==> src/rtl/ppic_params.svh <==
// Offsets, field positions, reset values and timing counts of the power-down/interrupt/reset block
`ifndef PPIC_PARAMS_SVH
`define PPIC_PARAMS_SVH

// ==========================================================
// Register offsets
`define PPIC_OFS_BASIC_CONTROL      5'h00
`define PPIC_OFS_INTERRUPT_CONTROL  5'h11
`define PPIC_OFS_STATUS_MASK        5'h12
`define PPIC_OFS_ENERGY_CONTROL     5'h1D

// ==========================================================
// Field positions
`define PPIC_BIT_SOFT_RESET         15
`define PPIC_BIT_POWER_DOWN         11
`define PPIC_BIT_PIN_OE             0
`define PPIC_BIT_IRQ_GLOBAL_ENABLE  1
`define PPIC_BIT_ENERGY_ENABLE      15
`define PPIC_SRC_LINK               5
`define PPIC_SRC_ENERGY             6
`define PPIC_BASIC_WMASK            16'h7F80

// ==========================================================
// Reset values
`define PPIC_RST_BASIC_CONTROL      16'h0000
`define PPIC_RST_INTERRUPT_CONTROL  16'h0000
`define PPIC_RST_MASK               8'h00
`define PPIC_RST_ENERGY_CONTROL     16'h0000

// ==========================================================
// Timing
`define PPIC_CLK_MHZ                125
`define PPIC_SOFT_RESET_NS          1000
`define PPIC_SOFT_RESET_CYCLES      ((`PPIC_SOFT_RESET_NS * `PPIC_CLK_MHZ) / 1000)
`define PPIC_PREAMBLE_ONES          32
`define PPIC_HEADER_BITS            13

`endif

==> src/rtl/ppic_pkg.sv <==
// Types shared by the power-down/interrupt/reset block
`default_nettype none

package ppic_pkg;

   // ==========================================================
   // Management frame receiver and energy detect states
   typedef enum logic [3:0]
   {
      MGMT_PREAMBLE = 4'b0001,
      MGMT_HEADER   = 4'b0010,
      MGMT_TURN     = 4'b0100,
      MGMT_DATA     = 4'b1000
   } ppic_mgmt_state_type;

   typedef enum logic [1:0]
   {
      ED_ACTIVE = 2'b01,
      ED_LOW    = 2'b10
   } ppic_energy_state_type;

endpackage

`default_nettype wire

==> src/rtl/ppic_ctrl.sv <==
// Power-down pin, interrupt, energy detect and reset control with a management slave
`timescale 1ns/1ps
`default_nettype none
`include "ppic_params.svh"

module ppic_ctrl
#(
   parameter int ED_PULSE_PERIOD = 1000,
   parameter int WAKE_CYCLES     = 16
)
(
   input  wire logic       clk,
   input  wire logic       reset_n,
   input  wire logic [4:0] phy_addr_strap,
   input  wire logic       mdc,
   input  wire logic       mdio_in,
   output logic            mdio_out,
   output logic            mdio_oe,
   input  wire logic       powerdown_irq_pin_in,
   output logic            powerdown_irq_pin_out,
   output logic            powerdown_irq_pin_oe,
   input  wire logic [7:0] irq_source,
   input  wire logic       line_energy,
   output logic            power_down,
   output logic            energy_low_power,
   output logic            energy_pulse_tx,
   output logic            power_up_seq,
   output logic            soft_reset_busy
);

   // ==========================================================
   // Registers
   ppic_pkg::ppic_mgmt_state_type   mgmt_state_reg;
   ppic_pkg::ppic_energy_state_type ed_state_reg;
   logic [15:0] basic_control_reg;
   logic [15:0] interrupt_control_reg;
   logic [7:0]  irq_mask_reg;
   logic [7:0]  irq_pending_reg;
   logic [15:0] energy_detect_control_reg;
   logic [4:0]  phy_addr_reg;
   logic        strap_taken_reg;
   logic        mdc_reg;
   logic [15:0] shift_reg;
   logic [5:0]  bit_cnt_reg;
   logic        is_read_reg;
   logic [4:0]  reg_addr_reg;
   logic [7:0]  soft_cnt_reg;
   logic        soft_busy_reg;
   logic [15:0] ed_timer_reg;
   logic [7:0]  wake_cnt_reg;
   logic        power_down_reg;
   logic        pulse_reg;
   logic        mdio_out_reg;
   logic        mdio_oe_reg;
   logic        power_up_reg;

   // ==========================================================
   // Decode
   wire        mdc_rise    = mdc & ~mdc_reg;
   wire        pin_oe_en   = interrupt_control_reg[`PPIC_BIT_PIN_OE];
   wire        irq_enable  = interrupt_control_reg[`PPIC_BIT_IRQ_GLOBAL_ENABLE];
   wire        ed_enable   = energy_detect_control_reg[`PPIC_BIT_ENERGY_ENABLE];
   wire        hit_basic   = reg_addr_reg == `PPIC_OFS_BASIC_CONTROL;
   wire        hit_control = reg_addr_reg == `PPIC_OFS_INTERRUPT_CONTROL;
   wire        hit_status  = reg_addr_reg == `PPIC_OFS_STATUS_MASK;
   wire        hit_energy  = reg_addr_reg == `PPIC_OFS_ENERGY_CONTROL;
   wire        hdr_done    = mgmt_state_reg == ppic_pkg::MGMT_HEADER && mdc_rise
                             && bit_cnt_reg == 6'(`PPIC_HEADER_BITS - 1);
   wire [12:0] hdr_bits    = {shift_reg[11:0], mdio_in};
   // Header is ST low bit, two opcode bits, PHY address, register address
   wire        hdr_ok      = hdr_bits[12] && (hdr_bits[11] ^ hdr_bits[10])
                             && hdr_bits[9:5] == phy_addr_reg;
   wire        turn_end    = mgmt_state_reg == ppic_pkg::MGMT_TURN && mdc_rise
                             && bit_cnt_reg == 6'd1;
   wire        data_end    = mgmt_state_reg == ppic_pkg::MGMT_DATA && mdc_rise
                             && bit_cnt_reg == 6'd15;
   wire        wr_commit   = data_end && !is_read_reg;
   wire [15:0] wr_data     = {shift_reg[14:0], mdio_in};
   // Status is captured as the turnaround ends; that same event clears it
   wire        status_read = turn_end && is_read_reg && hit_status;
   wire        soft_start  = wr_commit && hit_basic
                             && wr_data[`PPIC_BIT_SOFT_RESET] && !soft_busy_reg;
   wire        soft_done   = soft_busy_reg
                             && soft_cnt_reg == 8'(`PPIC_SOFT_RESET_CYCLES - 1);
   wire        ed_lowpower = ed_state_reg == ppic_pkg::ED_LOW;
   wire        ed_change   = ed_enable && (ed_lowpower ? line_energy : !line_energy);
   wire [7:0]  src_now     = irq_source
                             | (8'(ed_change) << `PPIC_SRC_ENERGY);
   wire [7:0]  src_masked  = src_now & irq_mask_reg;
   wire [7:0]  pending_next = (irq_pending_reg & ~{8{status_read}}) | src_masked;
   wire [15:0] read_mux    =
      hit_basic   ? {soft_busy_reg, basic_control_reg[14:0] & 15'h7F80} :
      hit_control ? {14'h0000, interrupt_control_reg[1:0]} :
      hit_status  ? {irq_pending_reg, irq_mask_reg} :
      hit_energy  ? energy_detect_control_reg :
                    16'h0000;
   // Pin-forced power-down only while the pin is an input
   wire        pin_forced  = !pin_oe_en && !powerdown_irq_pin_in;
   wire        pd_next     = basic_control_reg[`PPIC_BIT_POWER_DOWN] | pin_forced;

   // ==========================================================
   // Pin drive
   // Enable is combinational so a fresh source pulls the pin low
   // in the same cycle, not one edge later
   assign powerdown_irq_pin_oe  = pin_oe_en && irq_enable
                                  && (|irq_pending_reg || |src_masked);
   assign powerdown_irq_pin_out = 1'b0;
   assign mdio_out         = mdio_out_reg;
   assign mdio_oe          = mdio_oe_reg;
   assign power_down       = power_down_reg;
   assign energy_low_power = ed_state_reg == ppic_pkg::ED_LOW;
   assign energy_pulse_tx  = pulse_reg;
   assign power_up_seq     = power_up_reg;
   assign soft_reset_busy  = soft_busy_reg;

   // ==========================================================
   // Straps: caught after release of hardware reset, kept through soft reset
   always_ff @(posedge clk or negedge reset_n)
   begin
      if (!reset_n)
      begin
         strap_taken_reg <= 1'b0;
         phy_addr_reg    <= 5'h00;
      end
      else if (!strap_taken_reg)
      begin
         strap_taken_reg <= 1'b1;
         phy_addr_reg    <= phy_addr_strap;
      end
   end

   // ==========================================================
   // Management frame receiver, runs in power-down too
   always_ff @(posedge clk or negedge reset_n)
   begin
      if (!reset_n)
      begin
         mgmt_state_reg <= ppic_pkg::MGMT_PREAMBLE;
         mdc_reg        <= 1'b0;
         shift_reg      <= 16'h0000;
         bit_cnt_reg    <= 6'd0;
         is_read_reg    <= 1'b0;
         reg_addr_reg   <= 5'h00;
         mdio_out_reg   <= 1'b0;
         mdio_oe_reg    <= 1'b0;
      end
      else
      begin
         mdc_reg <= mdc;
         if (mdc_rise)
         begin
            unique case (mgmt_state_reg)
               ppic_pkg::MGMT_PREAMBLE:
               begin
                  if (mdio_in)
                     bit_cnt_reg <= (bit_cnt_reg == 6'(`PPIC_PREAMBLE_ONES))
                                    ? bit_cnt_reg : bit_cnt_reg + 6'd1;
                  else if (bit_cnt_reg == 6'(`PPIC_PREAMBLE_ONES))
                  begin
                     mgmt_state_reg <= ppic_pkg::MGMT_HEADER;
                     bit_cnt_reg    <= 6'd0;
                  end
                  else
                     bit_cnt_reg <= 6'd0;
               end
               ppic_pkg::MGMT_HEADER:
               begin
                  shift_reg   <= {shift_reg[14:0], mdio_in};
                  bit_cnt_reg <= bit_cnt_reg + 6'd1;
                  if (hdr_done)
                  begin
                     bit_cnt_reg    <= 6'd0;
                     is_read_reg    <= hdr_bits[11];
                     reg_addr_reg   <= hdr_bits[4:0];
                     mgmt_state_reg <= hdr_ok ? ppic_pkg::MGMT_TURN
                                              : ppic_pkg::MGMT_PREAMBLE;
                  end
               end
               ppic_pkg::MGMT_TURN:
               begin
                  bit_cnt_reg <= bit_cnt_reg + 6'd1;
                  if (is_read_reg && bit_cnt_reg == 6'd0)
                  begin
                     mdio_oe_reg  <= 1'b1;
                     mdio_out_reg <= 1'b0;
                  end
                  if (turn_end)
                  begin
                     bit_cnt_reg    <= 6'd0;
                     mgmt_state_reg <= ppic_pkg::MGMT_DATA;
                     shift_reg      <= {read_mux[14:0], 1'b0};
                     if (is_read_reg)
                        mdio_out_reg <= read_mux[15];
                  end
               end
               ppic_pkg::MGMT_DATA:
               begin
                  bit_cnt_reg <= bit_cnt_reg + 6'd1;
                  if (is_read_reg)
                  begin
                     mdio_out_reg <= shift_reg[15];
                     shift_reg    <= {shift_reg[14:0], 1'b0};
                  end
                  else
                     shift_reg <= wr_data;
                  if (data_end)
                  begin
                     bit_cnt_reg    <= 6'd0;
                     mdio_oe_reg    <= 1'b0;
                     mdio_out_reg   <= 1'b0;
                     mgmt_state_reg <= ppic_pkg::MGMT_PREAMBLE;
                  end
               end
            endcase
         end
      end
   end

   // ==========================================================
   // Software reset sequencer
   always_ff @(posedge clk or negedge reset_n)
   begin
      if (!reset_n)
      begin
         soft_busy_reg <= 1'b0;
         soft_cnt_reg  <= 8'h00;
      end
      else if (soft_start)
      begin
         soft_busy_reg <= 1'b1;
         soft_cnt_reg  <= 8'h00;
      end
      else if (soft_busy_reg)
      begin
         soft_cnt_reg  <= soft_cnt_reg + 8'h01;
         soft_busy_reg <= !soft_done;
      end
   end

   // ==========================================================
   // Register file; hardware and software reset give the same defaults
   always_ff @(posedge clk or negedge reset_n)
   begin
      if (!reset_n)
      begin
         basic_control_reg         <= `PPIC_RST_BASIC_CONTROL;
         interrupt_control_reg     <= `PPIC_RST_INTERRUPT_CONTROL;
         irq_mask_reg              <= `PPIC_RST_MASK;
         irq_pending_reg           <= 8'h00;
         energy_detect_control_reg <= `PPIC_RST_ENERGY_CONTROL;
         power_down_reg            <= 1'b0;
      end
      else if (soft_done)
      begin
         basic_control_reg         <= `PPIC_RST_BASIC_CONTROL;
         interrupt_control_reg     <= `PPIC_RST_INTERRUPT_CONTROL;
         irq_mask_reg              <= `PPIC_RST_MASK;
         irq_pending_reg           <= 8'h00;
         energy_detect_control_reg <= `PPIC_RST_ENERGY_CONTROL;
         power_down_reg            <= 1'b0;
      end
      else
      begin
         power_down_reg  <= pd_next;
         irq_pending_reg <= pending_next;
         if (wr_commit && hit_basic)
            basic_control_reg <= wr_data & `PPIC_BASIC_WMASK;
         if (wr_commit && hit_control)
            interrupt_control_reg <= {14'h0000, wr_data[1:0]};
         if (wr_commit && hit_status)
            irq_mask_reg <= wr_data[7:0];
         if (wr_commit && hit_energy)
            energy_detect_control_reg <= wr_data;
      end
   end

   // ==========================================================
   // Energy detect: low power until the line shows energy or detection is disabled
   always_ff @(posedge clk or negedge reset_n)
   begin
      if (!reset_n)
      begin
         ed_state_reg <= ppic_pkg::ED_ACTIVE;
         ed_timer_reg <= 16'h0000;
         pulse_reg    <= 1'b0;
         wake_cnt_reg <= 8'h00;
         power_up_reg <= 1'b0;
      end
      else
      begin
         pulse_reg <= 1'b0;
         // Mirrors the count after this edge so the output is a flop
         power_up_reg <= wake_cnt_reg > 8'h01;
         if (wake_cnt_reg != 8'h00)
            wake_cnt_reg <= wake_cnt_reg - 8'h01;
         unique case (ed_state_reg)
            ppic_pkg::ED_ACTIVE:
            begin
               ed_timer_reg <= 16'h0000;
               if (ed_enable && !line_energy)
                  ed_state_reg <= ppic_pkg::ED_LOW;
            end
            ppic_pkg::ED_LOW:
            begin
               // Pulses keep the far end aware of us until the line shows energy
               if (ed_timer_reg == 16'(ED_PULSE_PERIOD - 1))
               begin
                  ed_timer_reg <= 16'h0000;
                  pulse_reg    <= 1'b1;
               end
               else
                  ed_timer_reg <= ed_timer_reg + 16'h0001;
               if (!ed_enable || line_energy)
               begin
                  ed_state_reg <= ppic_pkg::ED_ACTIVE;
                  wake_cnt_reg <= 8'(WAKE_CYCLES);
                  power_up_reg <= 1'b1;
               end
            end
         endcase
      end
   end

endmodule

`default_nettype wire

==> config.mk <==
export PLATFORM = sky130hd
export DESIGN_NAME = ppic_ctrl
export DESIGN_NICKNAME = d
export VERILOG_FILES = /design/src/rtl/ppic_pkg.sv /design/src/rtl/ppic_ctrl.sv
export VERILOG_INCLUDE_DIRS = /design/src /design/src/rtl
export SDC_FILE = /design/constraint.sdc
export NUM_CORES = 1
export LEC_CHECK = 0
export BUFFER_PORTS_ARGS = -buffer_cell sky130_fd_sc_hd__clkbuf_2
export CAP_MARGIN = 20
export CORE_MARGIN = 3
export CORE_UTILIZATION = 55
export CTS_BUF_LIST = sky130_fd_sc_hd__clkbuf_4
export DETAILED_ROUTE_END_ITERATION = 10
export GPL_TIMING_DRIVEN = 0
export PLACE_DENSITY = 0.81
export SYNTH_ARGS = -nofsm -noshare
export SYNTH_HDL_FRONTEND = slang
export SYNTH_SLANG_ARGS = --single-unit
==> constraint.sdc <==
create_clock -name clk -period 2.8 [get_ports clk]
set_input_delay 0.28 -clock clk [delete_from_list [all_inputs] [get_ports clk]]
set_output_delay 0.28 -clock clk [all_outputs]
set_load 0.05 [all_outputs]
== After elaboration in Yosys (flattened, before gate mapping) ==
Cells that the tools add are included.

* Add/subtract/negate cells: 4
* Magnitude comparators: 1
* Equality and inequality tests: 26
* Muxes and demuxes: 56
* Bitwise operators: 9
* Reduce and logical (&&, ||, !) cells: 52

{| class="wikitable"
|+ Operators with widths
! cell !! number
|-
| 2-to-1 mux 16 bit || 8
|-
| 2-to-1 mux 8 bit || 8
|-
| case mux 16 bit (3 select lines) || 1
|-
| case mux 16 bit (2 select lines) || 1
|-
| 2-to-1 mux 15 bit || 2
|-
| 2-to-1 mux 6 bit || 5
|-
| logical AND 1 bit || 24
|-
| case mux 6 bit (4 select lines) || 1
|-
| 2-to-1 mux 4 bit || 5
|-
| adder 16 x 1 -> 16 bit, second input constant || 1
|-
| AND 8 bit || 2
|-
| == test 16 x 10 -> 1 bit, second input constant || 1
|-
| 2-to-1 mux 1 bit || 16
|-
| case mux 4 bit (4 select lines) || 1
|-
| OR reduction 8 bit || 2
|-
| == test 5 bit, second input constant || 3
|-
| == test 6 x 4 -> 1 bit, second input constant || 2
|-
| != test 2 bit, second input constant || 6
|-
| nonzero test 2 bit || 6
|-
| AND reduction 3 bit || 3
|-
| adder 8 x 1 -> 8 bit, second input constant || 1
|-
| == test 8 x 7 -> 1 bit, second input constant || 1
|-
| greater-than comparator 8 x 1 -> 1 bit, second input constant || 1
|-
| 2-to-1 mux 2 bit || 4
|-
| other kinds (32) || 43
|}

* Bits in registers: 128
* Logic and storage cells: 171

== Longest topological paths before layout ==
Gate-level depths: netlist of run 1.

* Depth in word-level cells: 10
* Mapped depth: 8
* Gate-level depth less buffers: 7

== Least setup slack after synthesis of run 1 ==
Ideal clock, no wire load.

* Path kind: flip-flop to output port
* From: register ed_state_reg[0]
* To: output port powerdown_irq_pin_oe
* Arrival: 1.896 ns
* Data required time: 2.520 ns
* Slack: 0.624 ns
* Cell stages (with the launch flop): 7
* Cell sequence: dfstp_2 -> nand2b_1 -> inv_2 -> xnor2_1 -> a21o_1 -> nand2_1 -> a21oi_1

* Longest elaborated chain between the ends: 8

{| class="wikitable"
|+ RTL lines
! item !! RTL line !! RTL
|-
| from (decl) || ppic_ctrl.sv:34 || <nowiki>ppic_pkg::ppic_energy_state_type ed_state_reg;</nowiki>
|-
| from (signal assigned) || ppic_ctrl.sv:283 || <nowiki>ed_state_reg <= ppic_pkg::ED_ACTIVE;</nowiki>
|-
| from (signal assigned) || ppic_ctrl.sv:301 || <nowiki>ed_state_reg <= ppic_pkg::ED_LOW;</nowiki>
|-
| from (signal assigned) || ppic_ctrl.sv:315 || <nowiki>ed_state_reg <= ppic_pkg::ED_ACTIVE;</nowiki>
|-
| == test 2 bit || - ||
|-
| net energy_low_power || ppic_ctrl.sv:25 || <nowiki>output logic energy_low_power,</nowiki>
|-
| 2-to-1 mux 1 bit || ppic_ctrl.sv:86 || <nowiki>wire ed_change = ed_enable && (ed_lowpower ? line_energy : !line_energy);</nowiki>
|-
| logical AND 1 bit || ppic_ctrl.sv:86 ||
|-
| OR 8 x 7 -> 8 bit || ppic_ctrl.sv:87 || <nowiki>wire [7:0] src_now = irq_source</nowiki>
|-
| AND 8 bit || ppic_ctrl.sv:89 || <nowiki>wire [7:0] src_masked = src_now & irq_mask_reg;</nowiki>
|-
| OR reduction 8 bit || ppic_ctrl.sv:106 || <nowiki>&& (|irq_pending_reg || |src_masked);</nowiki>
|-
| logical OR 1 bit || ppic_ctrl.sv:106 ||
|-
| logical AND 1 bit || ppic_ctrl.sv:106 ||
|-
| to (decl) || ppic_ctrl.sv:21 || <nowiki>output logic powerdown_irq_pin_oe,</nowiki>
|}

The timed path passes the listed nets, and every way through them passes these cells.

== Worst setup path after layout of run 1 ==
* From: register reg_addr_reg[2]
* To: register irq_pending_reg[0]

* Longest elaborated chain between the ends: 6

{| class="wikitable"
|+ RTL lines
! item !! RTL line !! RTL
|-
| from (decl) || ppic_ctrl.sv:46 || <nowiki>logic [4:0] reg_addr_reg;</nowiki>
|-
| from (signal assigned) || ppic_ctrl.sv:174 || <nowiki>reg_addr_reg <= hdr_bits[4:0];</nowiki>
|-
| == test 5 bit (no line) || - ||
|-
| logical AND 1 bit || ppic_ctrl.sv:80 || <nowiki>wire status_read = turn_end && is_read_reg && hit_status;</nowiki>
|-
| inverter 8 bit || ppic_ctrl.sv:90 || <nowiki>wire [7:0] pending_next = (irq_pending_reg & ~{8{status_read}}) | src_masked;</nowiki>
|-
| AND 8 bit || ppic_ctrl.sv:90 ||
|-
| OR 8 bit || ppic_ctrl.sv:90 ||
|-
| 2-to-1 mux 8 bit || ppic_ctrl.sv:253 || <nowiki>else if (soft_done)</nowiki>
|-
| to (signal assigned) || ppic_ctrl.sv:265 || <nowiki>irq_pending_reg <= pending_next;</nowiki>
|-
| to (decl) || ppic_ctrl.sv:38 || <nowiki>logic [7:0] irq_pending_reg;</nowiki>
|}

Every way passes these cells.
A chain may end at the register's enable or synchronous reset.

==> results of run 1 <==
[synthesized netlist by cell type, types with 2 or more instances]
cell type,number,area (um^2)
dfrtp_1,119,2980
nor2_1,85,319
nand2_1,53,199
o21ai_0,29,145
mux2i_1,27,270
xnor2_1,25,219
nand3_1,24,120
mux2_2,23,259
a21oi_1,22,110
inv_1,16,60.1
clkbuf_1,13,48.8
a222oi_1,11,110
a22oi_1,11,82.6
nand4_1,11,68.8
nor3_1,11,55.1
ha_1,9,113
buf_2,8,40.0
nor4_1,8,50.1
xor2_1,7,61.3
nand2b_1,6,37.5
nand3b_1,6,45.0
a22o_1,5,43.8
and3_1,5,31.3
o211ai_1,5,37.5
nor4b_1,4,35.0
and2_1,3,18.8
nor2b_1,3,18.8
o21a_1,3,22.5
or4_1,3,22.5
or4b_1,3,30.0
a211oi_1,2,15.0
a31oi_1,2,12.5
buf_1,2,7.51
buf_6,2,22.5
conb_1,2,7.51
dfstp_2,2,52.6
nor3_2,2,20.0
nor3b_1,2,15.0
or2_2,2,12.5
[what timing repair did]
action	in CTS	in global routing
buffers inserted	0	0
hold endpoints to repair	128	0
hold buffers	10	0
[worst max-delay path by stage]
stage                               endpoint  depth (start not counted)  slack (ns)            start
2_1_floorplan           powerdown_irq_pin_oe                          6        0.62  ed_state_reg[0]
4_1_cts                 powerdown_irq_pin_oe                          7        0.36  ed_state_reg[0]
3_5_place_dp   energy_detect_control_reg[13]                          7        0.38   bit_cnt_reg[0]
6_report                  irq_pending_reg[0]                          5        0.33  reg_addr_reg[2]
3_3_place_gp                    shift_reg[2]                          1       -0.26          reset_n
5_1_grt                      soft_cnt_reg[5]                          6        0.16   bit_cnt_reg[0]
[where the power goes]
part | leakage [nW] | internal, mW | total, mW | switching, mW
clock network | 0.163 | 0.645 | 1.27 | 0.629
logic | 1.21 | 0.325 | 0.729 | 0.403
registers | 1.58 | 1.90 | 2.14 | 0.238
total | 2.95 | 2.87 | 4.14 | 1.27
[logic make-up after synthesis]
logic type | Yosys count
flip-flops | 121
buffers and inverters | 44
multiplexers | 50
XOR/XNOR | 32
adder cells (fa/ha/maj) | 9
AND/OR/NAND/NOR | 242
AO/OA/AOI/OAI | 98
other | 2
[final cells by class]
class	count	area, um^2	area share (%)
Sequential cell	121	3030	44.8
Multi-Input combinational cell	433	2810	41.5
Timing Repair Buffer	37	267	3.94
Tap cell	136	170	2.51
Clock buffer	21	158	2.33
Buffer	27	141	2.09
Clock inverter	10	128	1.89
Inverter	17	63.8	0.943
[metal layers]
metal / GRT usage, % / wire length (um) / vias up
met5: 0 / 0 / -
met1: 30.7 / 5870 / 2368
met4: 8.95 / 338 / 0
met2: 37.2 / 6590 / 187
li1: - / - / 2243
met3: 6.99 / 889 / 39
[critical path, delay by kind of cell (launching register included)]
kind	cells	cell delay (ns)
buffers and inverters	1	0.40
AO/OA/AOI/OAI	1	0.25
AND/OR/NAND/NOR	3	1.26
flip-flops	1	0.44
[stage by stage]
| stage | hold slack (ns) | TNS (ns) | area [um^2] |
|---|---|---|---|
| 6_report | 0.0488 | 0 | 6770 |
| 5_1_grt | 0.0240 | 0 | 6770 |
| 3_3_place_gp | 0.433 | -30.18 | 6350 |
| 3_5_place_dp | 0.414 | 0 | 6380 |
| 4_1_cts | 0.0162 | 0 | 6770 |
| 2_1_floorplan | -0.0156 | 0 | 6050 |
==> metrics.csv, run 1 <==
metric,value,unit
status,finished clean,
Tot GR Track Use,23.5,%
XOR/XNOR Fraction of Synth Area,4.64,%
post-cts sizing count,0,
DP Worst Slack,0.379,ns
Clock Tree Root,clkbuf_4,
FF-to-FF setup slack,0.33,ns
final setup margin,0.327,ns
post-synthesis async set-or-reset flop share,100,%
Final Hold Viols,0,
Worst path slowest cell,nor4_2,
largest net degree at the start of global routing,122,
"non-filler cells, final",802,
Max clock buf depth,2,
most common library cell in the layout ignoring fill and taps,dfrtp_1,
dpl cells,761,
port bufs,26,
Syn Nets,626,
Die W,111,um
clock sinks,121,
CP Capture Type,register,
antenna violations before repair,0,
total of max-cap violations,0,
Tmin final,2.47,ns
largest family of logic cells by synthesized area,simple AND/OR/NAND/NOR gates,
Worst Setup Start Kind,register,
Power Total,4.14,mW
final wirelength,13.7,mm
syn avg cell area,10.1,um^2
"EDFF count, synth",0,
H-tree levels,4,
area fraction in compound gates after synthesis,10.8,%
most frequent cells in the layout,"dfrtp_1 (119), nor2_1 (85), nand2_1 (53), o21ai_0 (29), mux2i_1 (27)",
Filler cells,798,
Area Overhead vs Synth,11.9,%
critical setup path kind,reg2reg,
capturing point of the worst reg2reg path,irq_pending_reg[0],
Post-route DRC,0,
hold crit path type,in2reg,
CTS tree,yes,
Rows,37,
vias in the first global route,4833,
yosys warns,0,
max incr delay on CP,0.85,ns
skew final,0.0192,ns
post-synthesis sequential area ratio,50.1,%
total CTS buffers,17,
first-pass GRT wire length,23.5,mm
vias per inst,6.03,
post-synth cell types,61,
Synth Instances,598,
core area,0.0105,mm^2
DR iter-0 viols,517,
Worst Hold Endpoint,irq_pending_reg[7],
f_max,0.404,GHz
Worst-Margin Slew,0.934,ns
Pre-antenna DRT Iters,9,
Nets,682,
clk_lat worst skew,0.54,ns
Peak supply drop,436,uV
Worst Hold Launch,irq_source[7],
mux cell area share after synthesis,8.75,%
"Reg clk slew, reported paths",0.10,ns
FF-to-FF path depth,5,
placed wire-length estimate,9.35,mm
Inserted Diodes,0,
final setup fails,0,
Yosys reg bits,121,
Critical Path RT,3.20,ns
hold path depth,3,
Rel. slew slack,37.2,%
CP arrival,2.87,ns
grt ovf,0,
Synth Area in Adders,1.86,%
simple logic cell fraction of the synthesized area,20.3,%
power per cell area,612,mW/mm^2
largest fanout on the critical path,10,
CP Cell Sequence,nor4_2 > buf_2 > nand3b_1 > a22oi_1 > nor2_1,
Die Y-Extent,111,um
DR WL/cell,17.1,um
layout cells sized above 1,16.4,%
Antenna Violating Nets Remaining,0,
Initial Utilization,57.5,%
Mapped Area,0.00605,mm^2
Slew Limit Fails,0,
reg-to-reg startpoint,reg_addr_reg[2],
Main synth FF type,dfrtp_1,
Final Util,64.4,%
RSZ-0062 raised after global routing,no,
routability congestion estimate,0.915,
leakage power figure,2.95,nW
Die ar.,0.0123,mm^2
total number of vias,4837,
# IOs,28,
fraction of the cycle the final worst path needs,88.3,%
Note: power is estimated with default switching activity, not from simulation.
==> run 2: changes to the inputs <==
--- a/config.mk
+++ b/config.mk
@@ -9,11 +9,11 @@
 export BUFFER_PORTS_ARGS = -buffer_cell sky130_fd_sc_hd__clkbuf_2
 export CAP_MARGIN = 20
 export CORE_MARGIN = 3
-export CORE_UTILIZATION = 55
+export CORE_UTILIZATION = 40
 export CTS_BUF_LIST = sky130_fd_sc_hd__clkbuf_4
 export DETAILED_ROUTE_END_ITERATION = 10
 export GPL_TIMING_DRIVEN = 0
-export PLACE_DENSITY = 0.81
+export PLACE_DENSITY = 0.64
 export SYNTH_ARGS = -nofsm -noshare
 export SYNTH_HDL_FRONTEND = slang
 export SYNTH_SLANG_ARGS = --single-unit
==> run 2 against run 1 <==
Net effect:
- clock-buffer cell count shrank 1
- die area up 35%
- power is 4.5% lower
- largest cell class unchanged
- global-route usage down 5.3 points
- flip-flop and latch count unchanged
==> metrics.csv, run 2 (same netlist as run 1, synthesis figures left out) <==
metric,value,unit,change
status,finished clean,,
total CTS buffers,17,,unchanged
leakage power figure,2.92,nW,-1.0%
Slew Limit Fails,0,,unchanged
Die Y-Extent,129,um,+16%
post-cts sizing count,0,,unchanged
hold crit path type,in2reg,,
Tot GR Track Use,18.2,%,-5.3 points
Critical Path Start,ed_state_reg[0],,
"Reg clk slew, reported paths",0.11,ns,about the same
CP Cell Sequence,nand2b_1 > inv_2 > xnor2_1 > a21o_1 > nand2_1 > a21oi_1 > clkbuf_2,,
Rows,44,,+19%
routability congestion estimate,0.891,,-2.6%
grt ovf,0,,unchanged
reg-to-reg startpoint,bit_cnt_reg[0],,
number of hold buffers added after CTS,10,,unchanged
FF-to-FF setup slack,0.32,ns,about the same
total number of vias,4832,,-0.10%
most frequent cells in the layout,"dfrtp_1 (119), nor2_1 (85), nand2_1 (53), o21ai_0 (29), mux2i_1 (27)",,
layout cells sized above 1,15.9,%,-0.47 points
Max clock buf depth,2,,unchanged
CP endpoint,powerdown_irq_pin_oe,,
dpl cells,809,,+6.3%
H-tree levels,4,,unchanged
final setup fails,0,,unchanged
Post-CTS Setup Inserts,0,,unchanged
Final Hold Viols,0,,unchanged
clock sinks,121,,unchanged
largest net degree at the start of global routing,85,,-30%
CP Capture Type,output pin,,
Nets,682,,unchanged
Pre-antenna DRT Iters,7,,-2
RSZ-0062 raised after global routing,no,,
most common library cell in the layout ignoring fill and taps,dfrtp_1,,
Peak supply drop,397,uV,-9.0%
largest fanout on the critical path,7,,-3
port bufs,26,,unchanged
final wirelength,14.2,mm,+3.4%
Worst path slowest cell,dfstp_2,,
Die ar.,0.0166,mm^2,+35%
fraction of the cycle the final worst path needs,89.2,%,+0.83 points
TNS Setup,0,ns,unchanged
Worst-Margin Slew,0.900,ns,-0.0340 ns
Post-route DRC,0,,unchanged
skew final,0.0185,ns,-0.000718 ns
max incr delay on CP,0.54,ns,-0.31 ns
f_max,0.401,GHz,-0.94%
vias in the first global route,4708,,-2.6%
core area,0.0146,mm^2,+39%
Die W,129,um,+16%
Power Total,3.96,mW,-4.5%
vias per inst,5.68,,-5.9%
Worst Setup Start Kind,register,,
total of max-cap violations,0,,unchanged
antenna violations before repair,0,,unchanged
CTS tree,yes,,
FF-to-FF path depth,7,,+2
"non-filler cells, final",851,,+6.1%
Initial Utilization,41.3,%,-16 points
capturing point of the worst reg2reg path,energy_detect_control_reg[12],,
DR WL/cell,16.6,um,-2.6%
placed wire-length estimate,10.0,mm,+6.9%
Rel. slew slack,39.5,%,+2.3 points
placed inst area,0.00644,mm^2,+0.94%
critical setup path kind,reg2out,,
Antenna Violating Nets Remaining,0,,unchanged
CP arrival,2.22,ns,-0.65 ns
Critical Path RT,2.52,ns,-0.68 ns
Final Util,46.3,%,-18 points
# IOs,28,,unchanged
DR iter-0 viols,504,,-2.5%
power per cell area,584,mW/mm^2,-4.6%
Area Overhead vs Synth,12.1,%,
first-pass GRT wire length,23.9,mm,+1.7%
Clock Tree Root,clkbuf_4,,
Inserted Diodes,0,,unchanged
design area,0.00678,mm^2,+0.15%
clk_lat worst skew,0.54,ns,about the same
Tmin final,2.50,ns,+0.0234 ns
==> run 2: cell count changes in the layout (fill, tap and decap cells not counted) <==
cell,previous run,this run
clkbuf_4,21,20
clkinvlp_4,1,2
clkinv_2,6,5
clkinv_1,0,4
bufinv_16,3,1
==> run 2: final cells by class <==
class / instances / area [um^2]
clock buffers: 20 / 150
fillers: 1375 / 7870
well taps: 184 / 230
multi-input cells: 433 / 2810
clock inverters: 12 / 85.1
repair buffers: 37 / 267
plain buffers: 27 / 141
inverters: 17 / 63.8
flip-flops and latches: 121 / 3030
==> run 2: per-stage QoR <==
stage | hold WS (ns) | worst slack [ns]
after floorplan | -0.0156 | 0.624
after global placement | 0.443 | -0.351
after detailed placement | 0.217 | 0.331
after CTS | 0.00468 | 0.271
after global routing | 0.000595 | 0.0793
final | 0.0323 | 0.304
==> run 2: worst min path at each step <==
stage                        from                     to  depth (start not counted)  slack, ns
floorplan                 reset_n  basic_control_reg[10]                          0      -0.02
global placement              mdc                mdc_reg                          1       0.44
detailed placement        reset_n        wake_cnt_reg[6]                          1       0.22
CTS                 irq_source[7]     irq_pending_reg[7]                          3      0.005
global route        irq_source[2]     irq_pending_reg[2]                          3     0.0006
finish              irq_source[7]     irq_pending_reg[7]                          3       0.03
==> run 2: power breakdown <==
part	switching, mW	total [mW]	internal (mW)	leakage [nW]
Sequential	0.247	2.15	1.90	1.58
Clock	0.642	1.09	0.449	0.132
Combinational	0.393	0.719	0.326	1.21
Total	1.28	3.96	2.68	2.92
==> run 2: routing by layer <==
layer	GRT usage (%)	wire length [um]
met4	7.41	374
met3	4.90	784
met1	24.6	6250
met5	0	0
met2	28.0	6740
==> run 2: worst max-delay path: cells and delay by family, from the launching register on <==
kind	cells	cell delay, ns
buffers and inverters	2	0.40
AOI/OAI and AO/OA	2	0.36
and+or+nand+nor	2	0.24
xor gates and xnor gates	1	0.14
DFF	1	0.54
